File: src/verilog/dgc_pkg.sv
// package: register map, field layout and bus carriers of the global config slice
package dgc_pkg;

  localparam logic [11:0] addr_status = 12'h000;
  localparam logic [11:0] addr_global_config = 12'h004;
  localparam logic [11:0] addr_control_table_base = 12'h008;
  localparam int addr_width = 12;

  localparam int enable_bit = 0;
  localparam int table_base_lsb = 10;
  localparam int table_base_msb = 31;

  localparam logic [31:0] global_config_reset = 32'h0000_0000;
  localparam logic [31:0] control_table_base_reset = 32'h0000_0000;

  localparam logic [1:0] resp_okay = 2'h0;
  localparam logic [1:0] resp_slverr = 2'h2;

  typedef struct packed {
    logic [31:0] data;
    logic [1:0] resp;
  } dgc_read_type;

endpackage

File: src/verilog/dgc_reg_field.sv
// one software-writable register field with byte-lane strobes and synchronous reset
`timescale 1ns/100ps
`default_nettype none
module dgc_reg_field #(
  parameter int lsb = 0,
  parameter int msb = 31,
  parameter logic [31:0] reset_value = 32'h0000_0000
) (
  input wire logic aclk,
  input wire logic aresetn,
  input wire logic write_en,
  input wire logic [31:0] wdata,
  input wire logic [3:0] wstrb,
  output logic [31:0] value
);

  // the per-bit loop below can only serve a field inside one 32-bit word
  if (lsb < 0 || msb > 31 || lsb > msb) begin : g_bad_range
    $error("dgc_reg_field: bad field range");
  end

  logic [31:0] field_reg;
  logic [31:0] field_next;
  logic [31:0] lane_mask;
  logic [31:0] field_mask;

  genvar gi;
  generate
    for (gi = 0; gi < 32; gi++) begin : g_bit
      assign lane_mask[gi] = wstrb[gi / 8];
      assign field_mask[gi] = (gi >= lsb) && (gi <= msb);
    end
  endgenerate

  // reserved bits never store, so they read back zero
  assign field_next = write_en
    ? ((field_reg & ~lane_mask) | (wdata & lane_mask)) & field_mask
    : field_reg;

  always_ff @(posedge aclk) begin
    if (!aresetn) begin
      field_reg <= reset_value & field_mask;
    end else begin
      field_reg <= field_next;
    end
  end

  assign value = field_reg;

endmodule
`default_nettype wire

File: src/verilog/dgc_global_config.sv
// top: global enable and control-table base registers behind an axi4-lite slave
// What this block does
// RULE1: bit 0 enables or disables whole controller
// RULE2: configuration register resets to zero, disabled
// RULE3: bits 31:10 hold control table pointer
// RULE4: software aligns table to 1024-byte boundary
// RULE5: control-base register resets to zero
// RULE6: status bit 0 mirrors global enable
// RULE7: reserved bits ignore writes, read zero
//
// Added by the designer: register access over AXI4-Lite.
`timescale 1ns/100ps
`default_nettype none
module dgc_global_config (
  input wire logic aclk,
  input wire logic aresetn,
  input wire logic [11:0] s_axi_awaddr,
  input wire logic s_axi_awvalid,
  output logic s_axi_awready,
  input wire logic [31:0] s_axi_wdata,
  input wire logic [3:0] s_axi_wstrb,
  input wire logic s_axi_wvalid,
  output logic s_axi_wready,
  output logic [1:0] s_axi_bresp,
  output logic s_axi_bvalid,
  input wire logic s_axi_bready,
  input wire logic [11:0] s_axi_araddr,
  input wire logic s_axi_arvalid,
  output logic s_axi_arready,
  output logic [31:0] s_axi_rdata,
  output logic [1:0] s_axi_rresp,
  output logic s_axi_rvalid,
  input wire logic s_axi_rready,
  output logic controller_global_enable,
  output logic [31:0] control_table_base
);

  ////////////////////////////////////////////////////////////////////////////////
  // elaboration checks: the decode keeps only word bits 11:2 of a 12-bit address
  if (dgc_pkg::addr_width != 12) begin : g_bad_addr_width
    $error("dgc_global_config: address ports are 12 bits wide");
  end
  if (dgc_pkg::addr_status[1:0] != 2'h0 || dgc_pkg::addr_global_config[1:0] != 2'h0 ||
      dgc_pkg::addr_control_table_base[1:0] != 2'h0) begin : g_bad_alignment
    $error("dgc_global_config: register offsets must be word aligned");
  end
  if (dgc_pkg::addr_status == dgc_pkg::addr_global_config ||
      dgc_pkg::addr_status == dgc_pkg::addr_control_table_base ||
      dgc_pkg::addr_global_config == dgc_pkg::addr_control_table_base) begin : g_bad_overlap
    $error("dgc_global_config: register offsets overlap");
  end
  // a pointer field reaching bit 0 would leave no room for the table alignment
  if (dgc_pkg::table_base_lsb < 1 || dgc_pkg::table_base_msb > 31 ||
      dgc_pkg::table_base_lsb > dgc_pkg::table_base_msb) begin : g_bad_pointer
    $error("dgc_global_config: table pointer field outside the word");
  end
  if (dgc_pkg::enable_bit < 0 || dgc_pkg::enable_bit > 31) begin : g_bad_enable
    $error("dgc_global_config: enable bit outside the word");
  end

  ////////////////////////////////////////////////////////////////////////////////
  // write channel: address and data caught in either order
  logic aw_held_reg;
  logic w_held_reg;
  logic [11:0] awaddr_reg;
  logic [31:0] wdata_reg;
  logic [3:0] wstrb_reg;
  logic bvalid_reg;
  logic [1:0] bresp_reg;

  logic awready_reg;
  logic wready_reg;

  // a beat is taken only where ready was shown; a master that keeps valid up
  // across a busy spell would otherwise be caught twice
  wire aw_take = s_axi_awvalid && awready_reg;
  wire w_take = s_axi_wvalid && wready_reg;
  wire wr_go = aw_held_reg && w_held_reg && !bvalid_reg;
  wire wr_done = bvalid_reg && s_axi_bready;
  // low address bits pick a byte, which a word-wide register ignores
  wire [9:0] wr_word = awaddr_reg[11:2];
  wire wr_cfg_hit = wr_word == dgc_pkg::addr_global_config[11:2];
  wire wr_base_hit = wr_word == dgc_pkg::addr_control_table_base[11:2];
  // status is read only, so a write there is refused like an unmapped one
  wire wr_hit = wr_cfg_hit || wr_base_hit;

  always_ff @(posedge aclk) begin
    if (!aresetn) begin
      aw_held_reg <= 1'b0;
      w_held_reg <= 1'b0;
      awaddr_reg <= 12'h000;
      wdata_reg <= 32'h0000_0000;
      wstrb_reg <= 4'h0;
      bvalid_reg <= 1'b0;
      bresp_reg <= dgc_pkg::resp_okay;
    end else begin
      if (aw_take) begin
        aw_held_reg <= 1'b1;
        awaddr_reg <= s_axi_awaddr;
      end
      if (w_take) begin
        w_held_reg <= 1'b1;
        wdata_reg <= s_axi_wdata;
        wstrb_reg <= s_axi_wstrb;
      end
      // wr_go needs bvalid low, so a new response never meets an old one
      if (wr_go) begin
        aw_held_reg <= 1'b0;
        w_held_reg <= 1'b0;
        bvalid_reg <= 1'b1;
        bresp_reg <= wr_hit ? dgc_pkg::resp_okay : dgc_pkg::resp_slverr;
      end else if (wr_done) begin
        bvalid_reg <= 1'b0;
      end
    end
  end

  // ready is a registered level: low from a take until a cycle after the response
  always_ff @(posedge aclk) begin
    if (!aresetn) begin
      awready_reg <= 1'b0;
      wready_reg <= 1'b0;
    end else begin
      awready_reg <= !(aw_held_reg || aw_take) && !(wr_go || bvalid_reg);
      wready_reg <= !(w_held_reg || w_take) && !(wr_go || bvalid_reg);
    end
  end

  ////////////////////////////////////////////////////////////////////////////////
  // register storage
  // both registers see the captured word and strobes; only the hit one stores
  logic [31:0] config_value;
  logic [31:0] base_value;

  dgc_reg_field #(
    .lsb(dgc_pkg::enable_bit),
    .msb(dgc_pkg::enable_bit),
    .reset_value(dgc_pkg::global_config_reset)
  ) u_config ( // RULE1 RULE2 RULE7
    .aclk(aclk),
    .aresetn(aresetn),
    .write_en(wr_go && wr_cfg_hit),
    .wdata(wdata_reg),
    .wstrb(wstrb_reg),
    .value(config_value)
  );

  dgc_reg_field #(
    .lsb(dgc_pkg::table_base_lsb),
    .msb(dgc_pkg::table_base_msb),
    .reset_value(dgc_pkg::control_table_base_reset)
  ) u_base ( // RULE3 RULE5 RULE7
    .aclk(aclk),
    .aresetn(aresetn),
    .write_en(wr_go && wr_base_hit),
    .wdata(wdata_reg),
    .wstrb(wstrb_reg),
    .value(base_value)
  );

  // low ten bits are stored as zero, so any pointer given is 1024-byte aligned
  assign control_table_base = base_value; // RULE4
  assign controller_global_enable = config_value[dgc_pkg::enable_bit]; // RULE1

  ////////////////////////////////////////////////////////////////////////////////
  // read channel
  logic rvalid_reg;
  logic arready_reg;
  dgc_pkg::dgc_read_type rd_reg;
  dgc_pkg::dgc_read_type rd_next;

  wire ar_take = s_axi_arvalid && arready_reg;
  wire rd_done = rvalid_reg && s_axi_rready;
  wire [9:0] rd_word = s_axi_araddr[11:2];
  wire rd_stat_hit = rd_word == dgc_pkg::addr_status[11:2];
  wire rd_cfg_hit = rd_word == dgc_pkg::addr_global_config[11:2];
  wire rd_base_hit = rd_word == dgc_pkg::addr_control_table_base[11:2];
  // status shows only the enable mirror; its other fields belong elsewhere
  wire [31:0] status_value = {31'h0000_0000, config_value[dgc_pkg::enable_bit]}; // RULE6

  always_comb begin
    rd_next.resp = dgc_pkg::resp_okay;
    rd_next.data = 32'h0000_0000;
    if (rd_stat_hit) begin
      rd_next.data = status_value; // RULE6
    end else if (rd_cfg_hit) begin
      rd_next.data = config_value; // RULE7
    end else if (rd_base_hit) begin
      rd_next.data = base_value; // RULE7
    end else begin
      rd_next.resp = dgc_pkg::resp_slverr;
    end
  end

  always_ff @(posedge aclk) begin
    if (!aresetn) begin
      rvalid_reg <= 1'b0;
      arready_reg <= 1'b0;
      rd_reg <= '0;
    end else begin
      if (ar_take) begin
        rvalid_reg <= 1'b1;
        arready_reg <= 1'b0;
        rd_reg <= rd_next;
      end else if (rd_done) begin
        rvalid_reg <= 1'b0;
      // ready returns only after the answer is gone, so one read is open at most
      end else if (!rvalid_reg) begin
        arready_reg <= 1'b1;
      end
    end
  end

  assign s_axi_awready = awready_reg;
  assign s_axi_wready = wready_reg;
  assign s_axi_bvalid = bvalid_reg;
  assign s_axi_bresp = bresp_reg;
  assign s_axi_arready = arready_reg;
  assign s_axi_rvalid = rvalid_reg;
  assign s_axi_rdata = rd_reg.data;
  assign s_axi_rresp = rd_reg.resp;

endmodule
`default_nettype wire

File: config.mk
export PLATFORM = sky130hd
export DESIGN_NAME = dgc_global_config
export DESIGN_NICKNAME = d
export VERILOG_FILES = /design/src/verilog/dgc_pkg.sv /design/src/verilog/dgc_reg_field.sv /design/src/verilog/dgc_global_config.sv
export SDC_FILE = /design/constraint.sdc
export NUM_CORES = 1
export LEC_CHECK = 0
export BUFFER_PORTS_ARGS = -buffer_cell sky130_fd_sc_hd__buf_2
export CAP_MARGIN = 40
export CORE_MARGIN = 5
export CORE_UTILIZATION = 40
export CTS_BUF_LIST = sky130_fd_sc_hd__clkbuf_4 sky130_fd_sc_hd__clkbuf_8 sky130_fd_sc_hd__clkbuf_16
export DETAILED_ROUTE_END_ITERATION = 6
export PLACE_DENSITY = 0.68
export RECOVER_POWER = 50
export SYNTH_ARGS = -nofsm -noshare
export SYNTH_HDL_FRONTEND = slang
export SYNTH_SLANG_ARGS = --single-unit
File: constraint.sdc
create_clock -name aclk -period 6.3 [get_ports aclk]
set_clock_uncertainty 0.2 [all_clocks]
set_input_delay 1.26 -clock aclk [delete_from_list [all_inputs] [get_ports aclk]]
set_output_delay 1.26 -clock aclk [all_outputs]
set_load 0.05 [all_outputs]
==> results.py <==
metrics = {
    "detailed_routing": {
        "drc": 0,
        "avgViaCountPerCell": 4.78,
        "firstDrtPassIters": 4,
        "dr.first_iter.drc_count": 131,
        "via_count": 2846,
        "ant_nets": 0,
        "wl_mm": 8.00,
        "wl_per_cell_um": 13.4,
    },
    "worst_hold_path": {
        "min_path_cells": 2,
        "hp-class": "register to register",
    },
    "die": {
        "initial_core_util": 0.411,
        "ioPinCount": 141,
        "die_h_um": 105,
        "core_um2": 8720,
        "placementRows": 34,
        "die_x_um": 105,
        "dieArea_um2": 11000,
    },
    "clock_tree": {
        "clk_pin_slew_ns": 0.09,
        "cts_resized": 0,
        "clk-insertion-delay-late_ns": 0.35,
        "cts_hold_buf": 0,
        "cts_setup_buffers": 0,
        "cts-buffers-inserted": 9,
        "cts_tree": "yes",
        "cts-root-buf": "clkbuf_8",
        "cts_sinks": 92,
        "ctsLongestPathBuffers": 2,
        "h-tree-depth": 3,
    },
    "power_and_ir_drop": {
        "swShare": 0.277,
        "internal_power_uw": 781,
        "p_leak_nw": 1.76,
        "seq_power_share": 0.561,
        "combPwrFrac": 0.105,
        "ir_drop_v": 0.000126,
        "p_switching_uw": 299,
        "total_power_mw": 1.08,
        "power.share.clock": 0.334,
        "power_density_nw_per_um2": 253,
    },
    "grt": {
        "antenna_found_initial": 0,
        "grt_pass1_vias": 2795,
        "grt_max_degree": 94,
        "grt_usage": 0.148,
        "grt-ovfl-total": 0,
        "grt_pass1_wl_mm": 13.5,
    },
    "synth": {
        "synth_warnings": 0,
        "ys_types": 27,
        "netlist_area_um2": 3590,
        "synthFlopType": "dfxtp_1",
        "avgSynthCellArea_um2": 9.32,
        "ys_async_sr_fraction": 0,
        "ys_seq_elements": 92,
        "yosysSeqAreaShare": 0.513,
        "syn-instance-count": 385,
        "synth-edff-count": 0,
    },
    "critical_path": {
        "startpoint_type": "register",
        "r2r_cells": 3,
        "required_ns": 6.24,
        "crit_path_end_kind": "register",
        "crit_fanout": 8,
        "critical_path_class": "register to register",
        "worstPathArrival_ns": 3.52,
    },
    "status": {
        "status": "complete, but fails checks",
        "violations": "max-capacitance violations, max-slew violations",
    },
    "timing": {
        "setup_viol": 0,
        "setup-tns-final_ns": 0,
        "maxSlewViolCount": 18,
        "tightest_slew_ns": 2.46,
        "slew_headroom": -0.654,
        "finalCriticalPeriod_ns": 3.57,
        "report.final.hold_viol_count": 0,
        "finalCritPeriodShare": 0.567,
        "fmax_ghz": 0.280,
        "rsz0062_at_grt": "false",
    },
    "layout": {
        "final_common_cell": "nand2_1",
        "final_cell_mix": "nand2_1 (125), buf_2 (97), dfxtp_1 (92)",
        "layout-area-overhead-vs-synth_pct": 18.9,
        "num-fill-cells": 876,
        "finalCoreUtilization": 0.489,
        "finalNonFillerCells": 595,
        "n_antenna_cell": 0,
        "final_nets": 549,
        "drive_above_1_share": 0.246,
    },
    "placement": {
        "dpl.hpwl_mm": 5.79,
        "placed_cells": 579,
        "io_buffers": 106,
        "gp_congestion": 0.752,
    },
    "run": {
        "drv_cap": 2,
    },
}
## critical path, cell delays in order, from the launching register on
cell and delay [ns]:
dfxtp_1 0.31, or4_1 0.65, nor4_1 1.98, mux2i_1 0.22
## cell usage after synthesis, types with 2 or more instances
| master | instances | area [um2] |
|---|---|---|
| a21boi_0 | 40 | 300 |
| a21oi_1 | 2 | 10.0 |
| a22o_1 | 22 | 193 |
| and2_1 | 3 | 18.8 |
| buf_2 | 3 | 15.0 |
| buf_4 | 21 | 158 |
| clkbuf_1 | 18 | 67.6 |
| dfxtp_1 | 92 | 1840 |
| mux2i_1 | 23 | 230 |
| nand2_1 | 125 | 469 |
| nand2b_1 | 5 | 31.3 |
| nand3b_1 | 5 | 37.5 |
| nor2_1 | 4 | 15.0 |
| nor3_1 | 3 | 15.0 |
| nor4_1 | 2 | 12.5 |
| nor4_4 | 3 | 63.8 |
| or4_1 | 4 | 30.0 |
## logic make-up after synthesis
kind of cell           count (synthesis)  share of synthesized area
AO/OA/AOI/OAI                         65                      0.143
XOR/XNOR                               1                    0.00244
buffers and inverters                 45                     0.0722
flip-flops                            92                      0.513
multiplexers                          23                     0.0642
other                                  1                    0.00105
AND/OR/NAND/NOR                      158                      0.204
## path summary, 6_finish.rpt
path | startpoint | end | slack [ns]
setup reg to reg | awaddr_reg[9]$_SDFFE_PN0P_ | register | 2.73
setup / recovery | awaddr_reg[9]$_SDFFE_PN0P_ | register | 2.73
hold / removal | wdata_reg[11]$_SDFFE_PN0P_ | register | 0.26
hold reg to reg | wdata_reg[11]$_SDFFE_PN0P_ | register | 0.26
## routing by layer
layer / vias to the layer above / global-route usage / part of all wire
met4: 0 / 0.0466 / 0.011
li1: 1444 / - / -
met5: - / 0 / 0
met1: 1303 / 0.193 / 0.46
met3: 11 / 0.0567 / 0.080
met2: 88 / 0.226 / 0.45
## power by group through the flow
stage               logic [mW]  clock network (mW)  registers (mW)
detailed placement       0.118                   0           0.619
floorplan               0.0873                   0           0.628
finish                   0.114               0.360           0.606
global placement         0.113                   0           0.619
CTS                      0.119               0.375           0.606
global route             0.126               0.399           0.608
## per-stage QoR
stage	setup WS (ns)	cell area (um2)	hold slack [ns]
2_1_floorplan	3.44	3660	0.238
3_3_place_gp	3.04	4090	0.244
3_5_place_dp	2.97	4140	0.249
4_1_cts	3.34	4320	0.261
5_1_grt	2.46	4260	0.285
6_report	2.73	4260	0.259
## area by class of cell
class                           instances  area, um2  area share
Timing Repair Buffer                  110        566       0.133
Inverter                                1       3.75    0.000880
Multi-Input combinational cell        268       1540       0.361
Clock inverter                          6       48.8      0.0114
Clock buffer                           10        131      0.0308
Tap cell                              108        135      0.0317
Sequential cell                        92       1840       0.432
No activity file was read; power rests on OpenSTA's default activity.
